**src/mds_pkg.sv**
```systemverilog
// Purpose: constants and carriers for the monitor display selector
// Assumes: one 100 MHz clock, plain register port
// Notes: codes are decimal monitor-select values held as hex
package mds_pkg;
  localparam int unsigned CLK_HZ        = 100_000_000;
  localparam int unsigned MS_PER_S      = 1000;
  localparam int unsigned HOLD_TIME_MS  = 1000;
  localparam int unsigned BLINK_TIME_MS = 250;
  localparam int unsigned HOUR_S        = 3600;

  localparam logic [7:0] CODE_CYCLE   = 8'h00;
  localparam logic [7:0] CODE_LOAD    = 8'h11;
  localparam logic [7:0] CODE_EXC     = 8'h12;
  localparam logic [7:0] CODE_PPULSE  = 8'h13;
  localparam logic [7:0] CODE_ENERG   = 8'h14;
  localparam logic [7:0] CODE_ORIENT  = 8'h16;
  localparam logic [7:0] CODE_RUNTIME = 8'h17;
  localparam logic [7:0] CODE_LFACTOR = 8'h18;
  localparam logic [7:0] CODE_PID_SP  = 8'h34;
  localparam logic [7:0] CODE_PID_PV  = 8'h35;
  localparam logic [7:0] CODE_PID_DEV = 8'h36;
  localparam logic [7:0] CODE_TERM    = 8'h37;
  localparam logic [7:0] CODE_OPT_IN  = 8'h38;
  localparam logic [7:0] CODE_OPT_OUT = 8'h39;
  localparam logic [7:0] CODE_SEQ     = 8'h46;
  localparam logic [7:0] CODE_SETFREQ = 8'h64;

  localparam logic [3:0] REG_MON_SEL   = 4'h0;
  localparam logic [3:0] REG_PULSE_SRC = 4'h1;
  localparam logic [3:0] REG_VOLT_SRC  = 4'h2;
  localparam logic [3:0] REG_ENERG_HRS = 4'h3;
  localparam logic [3:0] REG_RUN_HRS   = 4'h4;
  localparam logic [3:0] REG_STATUS    = 4'h5;

  localparam logic [7:0]  MON_SEL_RST = 8'h00;
  localparam logic [7:0]  OUT_SRC_RST = 8'h46;
  localparam logic [15:0] HOURS_DIV   = 16'h000a;
  localparam logic [15:0] DASH_LIMIT  = 16'h270f;
  localparam logic [3:0]  DP_HOURS    = 4'h2;
  localparam logic [3:0]  DP_OPT_IN   = 4'h1;
  localparam logic [3:0]  DP_OPT_OUT  = 4'h2;
  localparam int unsigned SEG_CENTRE  = 6;
  localparam int unsigned SEG_DP      = 7;

  typedef enum logic [1:0] {
    POS_FREQ, POS_CURR, POS_VOLT, POS_FAULT
  } mds_pos_type;

  typedef enum logic [1:0] {
    KEY_IDLE, KEY_DOWN, KEY_HELD
  } mds_key_type;

  typedef struct packed {
    logic [15:0] freq;
    logic [15:0] set_freq;
    logic [15:0] curr;
    logic [15:0] volt;
    logic [15:0] fault_code;
    logic [15:0] pid_sp;
    logic [15:0] pid_pv;
    logic [15:0] pid_dev;
    logic [15:0] load_meter;
    logic [15:0] exc_curr;
    logic [15:0] load_factor;
    logic [15:0] pos_pulse;
    logic [15:0] orient_stat;
    logic [15:0] seq_value;
    logic [15:0] tune_stat;
  } mds_drv_type;

  typedef struct packed {
    logic        running;
    logic        fault;
    logic        tuning;
    logic        orient_en;
  } mds_flag_type;

  typedef struct packed {
    logic [11:0] in_terms;
    logic [11:0] out_terms;
    logic [23:0] opt_in;
    logic [23:0] opt_out;
    logic        opt_in_fit;
    logic        opt_out_fit;
  } mds_term_type;

  typedef struct packed {
    logic        seg_mode;
    logic [31:0] seg;
    logic [15:0] value;
    logic [3:0]  dp;
    logic        dashes;
    logic        led_hz;
    logic        led_a;
    logic        led_v;
  } mds_panel_type;

  typedef struct packed {
    logic          mrs_s1;
    logic          mrs_s2;
    logic          key_s1;
    logic          key_s2;
    mds_key_type   key_st;
    logic [31:0]   hold_cnt;
    mds_pos_type   pos;
    mds_pos_type   first_pos;
    logic [7:0]    mon_sel;
    logic [7:0]    pulse_src;
    logic [7:0]    volt_src;
    logic [31:0]   pre_cnt;
    logic [11:0]   sec_cnt;
    logic [11:0]   run_sec;
    logic [15:0]   energ_hrs;
    logic [15:0]   run_hrs;
    logic [31:0]   blink_cnt;
    logic          blink;
    logic          fault_d;
    logic [15:0]   fault_freq;
    mds_panel_type panel;
    logic [15:0]   pu_value;
    logic [15:0]   pulse_value;
    logic [15:0]   volt_value;
    logic [15:0]   rdata;
  } mds_state_type;
endpackage : mds_pkg

```
**src/mds_monitor_display_selector.sv**
```systemverilog
// Purpose: picks the quantity shown on the panel and the monitor outputs
// Assumes: drive values and flags come from logic on mclk
// Notes: hour counters and first monitor are volatile here
`timescale 1ns/1ps
module mds_monitor_display_selector
  import mds_pkg::*;
#(
  parameter int unsigned SEC_CYCLES   = CLK_HZ,
  parameter int unsigned HOLD_CYCLES  = CLK_HZ / MS_PER_S * HOLD_TIME_MS,
  parameter int unsigned BLINK_CYCLES = CLK_HZ / MS_PER_S * BLINK_TIME_MS
) (
  // Clock and reset
  input  wire logic          mclk,
  input  wire logic          rst_n,
  // Register port
  input  wire logic [3:0]    reg_addr,
  input  wire logic [15:0]   reg_wdata,
  input  wire logic          reg_wr,
  input  wire logic          reg_rd,
  output      logic [15:0]   reg_rdata,
  // Pins
  input  wire logic          output_stop_input,
  input  wire logic          confirm_key,
  // Drive state
  input  wire mds_drv_type   drv,
  input  wire mds_flag_type  flags,
  input  wire mds_term_type  terms,
  // Displays and monitor outputs
  output      mds_panel_type led_operation_panel,
  output      logic [15:0]   handheld_parameter_unit,
  output      logic [15:0]   pulse_train_monitor_terminal,
  output      logic [15:0]   analog_voltage_monitor_terminal
);

  if (SEC_CYCLES < 2 || HOLD_CYCLES < 1 || BLINK_CYCLES < 1) begin : g_chk
    $error("mds: timing counts too small");
  end

  mds_state_type s;
  mds_state_type n;
  logic          stopped;
  logic          sec_tick;
  logic [7:0]    sel;
  logic          is_pos2;
  logic          is_term;
  logic          is_acc;
  logic [15:0]   freq_show;
  logic [15:0]   sel_val;

  // Code 46 is left out, so the sequence value never reaches the panel
  function automatic logic mon_code_ok(input logic [7:0] c);
    case (c)
      CODE_CYCLE,
      CODE_LOAD,
      CODE_EXC,
      CODE_PPULSE,
      CODE_ENERG,
      CODE_ORIENT,
      CODE_RUNTIME,
      CODE_LFACTOR,
      CODE_PID_SP,
      CODE_PID_PV,
      CODE_PID_DEV,
      CODE_TERM,
      CODE_OPT_IN,
      CODE_OPT_OUT,
      CODE_SETFREQ: mon_code_ok = 1'b1;
      default: mon_code_ok = 1'b0;
    endcase
  endfunction : mon_code_ok

  // Deviation and terminal codes are absent on purpose
  function automatic logic out_src_ok(input logic [7:0] c);
    case (c)
      CODE_LOAD,
      CODE_EXC,
      CODE_LFACTOR,
      CODE_PID_SP,
      CODE_PID_PV,
      CODE_SEQ: out_src_ok = 1'b1;
      default: out_src_ok = 1'b0;
    endcase
  endfunction : out_src_ok

  // Orientation monitors read zero while orientation control is off
  function automatic logic [15:0] orient_gate(
    input logic        oen,
    input logic [15:0] v
  );
    if (oen) begin
      orient_gate = v;
    end else begin
      orient_gate = '0;
    end
  endfunction : orient_gate

  function automatic logic [15:0] mon_value(
    input logic [7:0]   c,
    input mds_drv_type  d,
    input logic         oen,
    input logic [15:0]  eh,
    input logic [15:0]  rh
  );
    case (c)
      CODE_PID_SP:  mon_value = d.pid_sp;
      CODE_PID_PV:  mon_value = d.pid_pv;
      CODE_PID_DEV: mon_value = d.pid_dev;
      CODE_LOAD:    mon_value = d.load_meter;
      CODE_EXC:     mon_value = d.exc_curr;
      CODE_LFACTOR: mon_value = d.load_factor;
      CODE_PPULSE:  mon_value = orient_gate(oen, d.pos_pulse);
      CODE_ORIENT:  mon_value = orient_gate(oen, d.orient_stat);
      CODE_ENERG:   mon_value = eh;
      CODE_RUNTIME: mon_value = rh;
      CODE_SEQ:     mon_value = d.seq_value;
      default:      mon_value = '0;
    endcase
  endfunction : mon_value

  // Digit k: a,b,f from upper bits, c,d,e from lower bits
  function automatic logic [31:0] build_seg(
    input logic [11:0] up,
    input logic [11:0] lo,
    input logic [3:0]  dp
  );
    logic [31:0] r;
    r = '0;
    for (int k = 0; k < 4; k++) begin
      r[k*8+0] = up[k*3+0];
      r[k*8+1] = up[k*3+1];
      r[k*8+5] = up[k*3+2];
      r[k*8+2] = lo[k*3+0];
      r[k*8+3] = lo[k*3+1];
      r[k*8+4] = lo[k*3+2];
      r[k*8+SEG_CENTRE] = 1'b1;
      r[k*8+SEG_DP] = dp[k];
    end
    build_seg = r;
  endfunction : build_seg

  // Option monitors show only the centre line without the card, the point stays lit
  function automatic logic [31:0] opt_seg(
    input logic        fit,
    input logic [23:0] bits,
    input logic [3:0]  dp
  );
    if (fit) begin
      opt_seg = build_seg(bits[11:0], bits[23:12], dp);
    end else begin
      opt_seg = build_seg(12'h000, 12'h000, dp);
    end
  endfunction : opt_seg

  function automatic mds_pos_type next_pos(input mds_pos_type p);
    case (p)
      POS_FREQ: next_pos = POS_CURR;
      POS_CURR: next_pos = POS_VOLT;
      POS_VOLT: next_pos = POS_FAULT;
      default:  next_pos = POS_FREQ;
    endcase
  endfunction : next_pos

  always_comb begin
    n = s;
    n.mrs_s1 = output_stop_input;
    n.mrs_s2 = s.mrs_s1;
    n.key_s1 = confirm_key;
    n.key_s2 = s.key_s1;
    stopped = !flags.running || s.mrs_s2;

    // Second prescaler feeding both hour counters
    sec_tick = (s.pre_cnt == 32'(SEC_CYCLES - 1));
    if (sec_tick) begin
      n.pre_cnt = '0;
      if (s.sec_cnt == 12'(HOUR_S - 1)) begin
        n.sec_cnt = '0;
        n.energ_hrs = s.energ_hrs + 16'h1;
      end else begin
        n.sec_cnt = s.sec_cnt + 12'h1;
      end
    end else begin
      n.pre_cnt = s.pre_cnt + 32'h1;
    end
    // Partial hour is lost at power-off since run_sec is not kept
    if (sec_tick && flags.running) begin
      if (s.run_sec == 12'(HOUR_S - 1)) begin
        n.run_sec = '0;
        n.run_hrs = s.run_hrs + 16'h1;
      end else begin
        n.run_sec = s.run_sec + 12'h1;
      end
    end

    if (s.blink_cnt == 32'(BLINK_CYCLES - 1)) begin
      n.blink_cnt = '0;
      n.blink = !s.blink;
    end else begin
      n.blink_cnt = s.blink_cnt + 32'h1;
    end

    n.fault_d = flags.fault;
    if (flags.fault && !s.fault_d) begin
      n.fault_freq = drv.freq;
    end

    // Short press steps, a 1 s hold stores the first monitor
    case (s.key_st)
      KEY_IDLE: begin
        n.hold_cnt = '0;
        if (s.key_s2) begin
          n.key_st = KEY_DOWN;
        end
      end
      KEY_DOWN: begin
        if (!s.key_s2) begin
          n.key_st = KEY_IDLE;
          n.pos = next_pos(s.pos);
        end else if (s.hold_cnt == 32'(HOLD_CYCLES - 1)) begin
          n.key_st = KEY_HELD;
          n.first_pos = s.pos;
        end else begin
          n.hold_cnt = s.hold_cnt + 32'h1;
        end
      end
      KEY_HELD: begin
        if (!s.key_s2) begin
          n.key_st = KEY_IDLE;
        end
      end
      default: n.key_st = KEY_IDLE;
    endcase

    // Refused writes keep the old value rather than clamping it
    if (reg_wr) begin
      case (reg_addr)
        REG_MON_SEL: begin
          if (reg_wdata[15:8] == '0 && mon_code_ok(reg_wdata[7:0])) begin
            n.mon_sel = reg_wdata[7:0];
          end
        end
        REG_PULSE_SRC: begin
          if (reg_wdata[15:8] == '0 && out_src_ok(reg_wdata[7:0])) begin
            n.pulse_src = reg_wdata[7:0];
          end
        end
        REG_VOLT_SRC: begin
          if (reg_wdata[15:8] == '0 && out_src_ok(reg_wdata[7:0])) begin
            n.volt_src = reg_wdata[7:0];
          end
        end
        default: ;
      endcase
    end

    // Read data stand one cycle and read zero otherwise
    n.rdata = '0;
    if (reg_rd) begin
      case (reg_addr)
        REG_MON_SEL:   n.rdata = {8'h00, s.mon_sel};
        REG_PULSE_SRC: n.rdata = {8'h00, s.pulse_src};
        REG_VOLT_SRC:  n.rdata = {8'h00, s.volt_src};
        REG_ENERG_HRS: n.rdata = s.energ_hrs;
        REG_RUN_HRS:   n.rdata = s.run_hrs;
        REG_STATUS:    n.rdata = {11'h000, stopped, s.first_pos, s.pos};
        default:       n.rdata = '0;
      endcase
    end

    n.pulse_value = mon_value(s.pulse_src, drv, flags.orient_en,
                              s.energ_hrs, s.run_hrs);
    n.volt_value = mon_value(s.volt_src, drv, flags.orient_en,
                             s.energ_hrs, s.run_hrs);

    sel = s.mon_sel;
    is_pos2 = (sel == CODE_LOAD) || (sel == CODE_EXC) ||
              (sel == CODE_LFACTOR);
    is_term = (sel == CODE_TERM) || (sel == CODE_OPT_IN) ||
              (sel == CODE_OPT_OUT);
    is_acc = (sel == CODE_ENERG) || (sel == CODE_RUNTIME);
    sel_val = mon_value(sel, drv, flags.orient_en, s.energ_hrs, s.run_hrs);
    // Capture lags a cycle, so the fault edge shows the live value
    if (flags.fault && !s.fault_d) begin
      freq_show = drv.freq;
    end else if (flags.fault) begin
      freq_show = s.fault_freq;
    end else if (sel == CODE_SETFREQ && stopped) begin
      freq_show = drv.set_freq;
    end else begin
      freq_show = drv.freq;
    end
    if (sel == CODE_CYCLE || sel == CODE_SETFREQ) begin
      n.pu_value = freq_show;
    end else begin
      n.pu_value = sel_val;
    end

    n.panel = '0;
    case (s.pos)
      POS_FREQ: begin
        n.panel.value = freq_show;
        if (sel == CODE_SETFREQ && stopped) begin
          n.panel.led_hz = s.blink;
        end else begin
          n.panel.led_hz = 1'b1;
        end
      end
      POS_CURR: begin
        if (is_pos2) begin
          n.panel.value = sel_val;
        end else begin
          n.panel.value = drv.curr;
          n.panel.led_a = 1'b1;
        end
      end
      POS_VOLT: begin
        if (sel == CODE_TERM) begin
          n.panel.seg_mode = 1'b1;
          n.panel.seg = build_seg(terms.in_terms, terms.out_terms,
                                  4'h0);
        end else if (sel == CODE_OPT_IN) begin
          n.panel.seg_mode = 1'b1;
          n.panel.seg = opt_seg(terms.opt_in_fit, terms.opt_in,
                                DP_OPT_IN);
        end else if (sel == CODE_OPT_OUT) begin
          n.panel.seg_mode = 1'b1;
          n.panel.seg = opt_seg(terms.opt_out_fit, terms.opt_out,
                                DP_OPT_OUT);
        end else if (is_acc) begin
          n.panel.value = sel_val / HOURS_DIV;
          n.panel.dp = DP_HOURS;
          // Tens of hours stay below 9999, so this guards rescaling
          n.panel.dashes = (n.panel.value > DASH_LIMIT);
        end else if (sel != CODE_CYCLE && sel != CODE_SETFREQ &&
                     !is_pos2 && !is_term) begin
          n.panel.value = sel_val;
        end else begin
          n.panel.value = drv.volt;
          n.panel.led_v = 1'b1;
        end
      end
      POS_FAULT: n.panel.value = drv.fault_code;
      default: n.panel.value = '0;
    endcase
    if (flags.tuning) begin
      n.panel = '0;
      n.panel.value = drv.tune_stat;
    end
  end

  // Hours and the first monitor are volatile and restart at reset
  always_ff @(posedge mclk or negedge rst_n) begin
    if (!rst_n) begin
      s <= '0;
      s.key_st <= KEY_IDLE;
      s.pos <= POS_FREQ;
      s.first_pos <= POS_FREQ;
      s.mon_sel <= MON_SEL_RST;
      s.pulse_src <= OUT_SRC_RST;
      s.volt_src <= OUT_SRC_RST;
    end else begin
      s <= n;
    end
  end

  // Outputs are state fields, so each leaves the block from a flop
  assign reg_rdata = s.rdata;
  assign led_operation_panel = s.panel;
  assign handheld_parameter_unit = s.pu_value;
  assign pulse_train_monitor_terminal = s.pulse_value;
  assign analog_voltage_monitor_terminal = s.volt_value;

endmodule : mds_monitor_display_selector

```
**config.mk**
```make
export PLATFORM = sky130hd
export DESIGN_NAME = mds_monitor_display_selector
export DESIGN_NICKNAME = d
export VERILOG_FILES = /design/src/mds_pkg.sv /design/src/mds_monitor_display_selector.sv
export SDC_FILE = /design/constraint.sdc
export NUM_CORES = 1
export LEC_CHECK = 0
export ABC_AREA = 0
export BUFFER_PORTS_ARGS = -buffer_cell sky130_fd_sc_hd__buf_2
export CAP_MARGIN = 20
export CELL_PAD_IN_SITES_DETAIL_PLACEMENT = 2
export CELL_PAD_IN_SITES_GLOBAL_PLACEMENT = 2
export CORE_UTILIZATION = 36
export CTS_BUF_LIST = sky130_fd_sc_hd__clkbuf_2 sky130_fd_sc_hd__clkbuf_4 sky130_fd_sc_hd__clkbuf_8
export DETAILED_ROUTE_END_ITERATION = 8
export GPL_ROUTABILITY_DRIVEN = 0
export GPL_TIMING_DRIVEN = 0
export PLACE_DENSITY = 0.88
export SYNTH_ARGS = -nofsm -noshare
export SYNTH_HDL_FRONTEND = slang
export SYNTH_SLANG_ARGS = --single-unit
```
**constraint.sdc**
```tcl
create_clock -name mclk -period 16.3 [get_ports mclk]
set_clock_uncertainty 0.15 [all_clocks]
set_input_delay 0.815 -clock mclk [delete_from_list [all_inputs] [get_ports mclk]]
set_output_delay 0.815 -clock mclk [all_outputs]
set_load 0.05 [all_outputs]
```
==> impl_summary.log <==
[metrics] outcome: finished with violations
[metrics] failing checks: design-rule violations
[metrics] synth cell count leaders: sky130_fd_sc_hd__dfrtp_1, sky130_fd_sc_hd__nand2_1, sky130_fd_sc_hd__nor2_1
[metrics] full die area: 60100 um^2
[metrics] initial DRC count: 2582
[metrics] count of buffers inserted at the top-level ports: 453
[metrics] Post-Synthesis Cell Area: 21300 um^2
[metrics] Layout Area Growth over Synthesis: 22.5%
[metrics] average wire per standard cell: 28.8 um
[metrics] CP Data Arrival Time: 8.08 ns
[metrics] final cell count without fillers: 3834
[metrics] cells after synthesis: 2474
[metrics] number of global-route vias before repair: 26500
[metrics] clk_lat worst skew: 0.70 ns
[metrics] total placed cells including tap cells: 3708
[metrics] cell types occupying the most area after synthesis: sky130_fd_sc_hd__dfrtp_1, sky130_fd_sc_hd__buf_4, sky130_fd_sc_hd__nand2_1
[metrics] layout cells sized above 1: 0.278
[metrics] post-route antenna net violation count: 0
[metrics] crit end category: register
[metrics] dominant cell by count in the synthesized netlist: sky130_fd_sc_hd__dfrtp_1
[metrics] Bufs on Longest Clock Path: 3
[metrics] power density of the placed cells: 79.1 nW/um^2
[metrics] ratio of routed vias to standard cells: 6.34
[metrics] total power of the final layout: 2.06 mW
[metrics] standard-cell row count: 88
[metrics] static leakage: 12.0 nW
[metrics] relative slew slack: 0.172
[metrics] maximum clock frequency: 131 MHz
[metrics] highest-delay cell along the critical path: sky130_fd_sc_hd__nor4b_2
[metrics] Worst Hold Class: in2async
[metrics] post-synthesis average cell area: 8.60 um^2
[metrics] post-synthesis async set-or-reset flop share: 1.00
[metrics] Synth Warn #: 0
[metrics] detailed placement HPWL: 82.1 mm
[metrics] total global routing overflow: 0
[metrics] minimum clock period: 7.64 ns
[metrics] TritonCTS clock tree: done
[metrics] number of levels in the clock H-tree: 2
[metrics] category of the critical setup timing path: reg2reg
[metrics] slowest stage delay, CP: 0.79 ns
[metrics] setup repair after global routing missed its margin: no
[metrics] Post-Route WL: 110 mm
[metrics] main flop type after synthesis: sky130_fd_sc_hd__dfrtp_1
[metrics] post-CTS setup buffer count: 0
[metrics] maximum number of pins on one net before global-route repair: 122
[metrics] core area: 58000 um^2
[metrics] Post-synth EDFFs: 0
[metrics] highest net fanout along the worst path: 10
[metrics] final hold violations: 0
[metrics] most area-hungry cell type in the Yosys netlist: sky130_fd_sc_hd__dfrtp_1
[metrics] Final Util: 0.449
[metrics] GRT Util Overall: 0.355
[metrics] required time of the critical path: 16.74 ns
[metrics] starting density of the core: 0.367
[metrics] number of flip-flops and latches in the synthesized netlist: 315
[metrics] transition time of the tightest slew-check pin: 1.23 ns
[metrics] final-layout setup total negative slack: 0 ns
[metrics] detailed-router iteration count before antenna repair: 9
[metrics] number of ports placed on the die boundary: 465
[metrics] max_cap viols: 0
[metrics] post-cts gate resize count: 0
[metrics] initial antenna violation count: 22
[metrics] CTS buffer count: 59
[metrics] drc violations: 45
[metrics] number of library cell types mapped by synthesis: 97
[metrics] worst hold slack across all endpoints: 0.0268 ns
[metrics] wire length of the first global-routing pass: 163 mm
[metrics] cell type with the highest occurrence count on the critical path: sky130_fd_sc_hd__buf_2
[metrics] via count: 24300
[metrics] hold-fix buffers at CTS: 0
[metrics] worst ir drop on vdd: 0.0000636 V
[metrics] final net count: 3366
[metrics] final setup violation count: 0
[metrics] Final Max Slew Viols: 0
[metrics] DIE WIDTH: 245 um
[metrics] kind of launch point of the worst setup path: register
[metrics] period utilization: 0.468
[metrics] register clock-pin slew on the reported worst setup and hold paths: 0.07 ns
[metrics] area share of the largest cell type after synthesis: 0.363
[metrics] clk root buf: sky130_fd_sc_hd__clkbuf_8
[metrics] clock sink total: 315
[metrics] floorplan die height: 245 um
[metrics] Seq/Total Area, Yosys: 0.371
[layer usage]
metal | global-route usage | up-vias | routed length, um | part of all wire
met2 | 0.602 | 1445 | 52800 | 0.48
li1 | - | 10100 | - | -
met4 | 0.197 | 18 | 6790 | 0.061
met3 | 0.102 | 518 | 10400 | 0.094
met1 | 0.399 | 12200 | 40200 | 0.36
met5 | 0 | - | 181 | 0.0016
[through the flow]
step,worst slack [ns],cell area [um^2]
final,8.66,26100
after global routing,8.36,26000
after CTS,8.90,26000
after detailed placement,8.65,24700
after global placement,8.18,24500
after floorplan,10.60,21300
[worst max-delay path, delay by kind of cell (launching register included)]
kind	cells	cell delay (ns)
buffers and inverters	6	1.56
AND/OR/NAND/NOR	8	2.33
AO/OA/AOI/OAI	12	3.15
flip-flops	1	0.35
[power breakdown]
| group | internal [mW] | total, mW | switching (mW) |
|---|---|---|---|
| sequential | 0.806 | 0.821 | 0.0145 |
| combinational | 0.117 | 0.377 | 0.260 |
| clock | 0.476 | 0.863 | 0.386 |
| total | 1.40 | 2.06 | 0.661 |
[cell type report]
type	count	area [um^2]
plain buffers	315	1760
inverters	28	105
repair buffers	471	2440
flip-flops and latches	315	7890
well taps	765	957
fillers	6482	32000
diodes	14	35.0
clock inverters	10	100
multi-input cells	1821	11600
clock buffers	95	1190
[worst paths after layout]
path                              from                      end  slack (ns)  cells past startpoint
setup / recovery                sel[6]  led_operation_panel[11]        8.66                     26
hold / removal                   rst_n  led_operation_panel[49]        0.03                      1
setup reg to reg                sel[6]  led_operation_panel[11]        8.66                     26
hold reg to reg                 n[321]                   s[321]        0.22                      0
max in group asynchronous        rst_n             reg_rdata[5]       14.83                      2
min in group mclk          confirm_key                   n[321]        0.08                      1
[cell families after synthesis]
group	synth area share
AND/OR/NAND/NOR	0.221
adder cells (fa/ha/maj)	0.00788
other	0.000176
flip-flops	0.371
XOR/XNOR	0.0552
buffers and inverters	0.0879
multiplexers	0.0413
AO/OA/AOI/OAI	0.216
[flip-flops by register name, indices dropped and copies added, names as in the netlist]
register                         flops
s                                  194
sel                                  8
handheld_parameter_unit             16
analog_voltage_monitor_terminal     16
pulse_train_monitor_terminal        16
led_operation_panel                 47
n                                    2
reg_rdata                           16
[cells in the final DEF (no fill, tap or decap), drive strengths merged, types with 20 or more instances in the layout]
| cell | count |
|---|---|
| buf | 652 |
| mux2i | 26 |
| a222oi | 34 |
| a211oi | 21 |
| nand3 | 128 |
| nor3 | 38 |
| xor2 | 75 |
| a32oi | 39 |
| inv | 28 |
| dfrtp | 309 |
| a21oi | 157 |
| xnor2 | 59 |
| o21ai | 140 |
| mux2 | 55 |
| nand2 | 240 |
| nor4 | 44 |
| nand4 | 42 |
| a22oi | 71 |
| clkbuf | 228 |
| and3 | 51 |
| a221oi | 42 |
| a22o | 25 |
| a32o | 20 |
| nor2 | 237 |
Note: power is estimated with default switching activity, not from simulation.
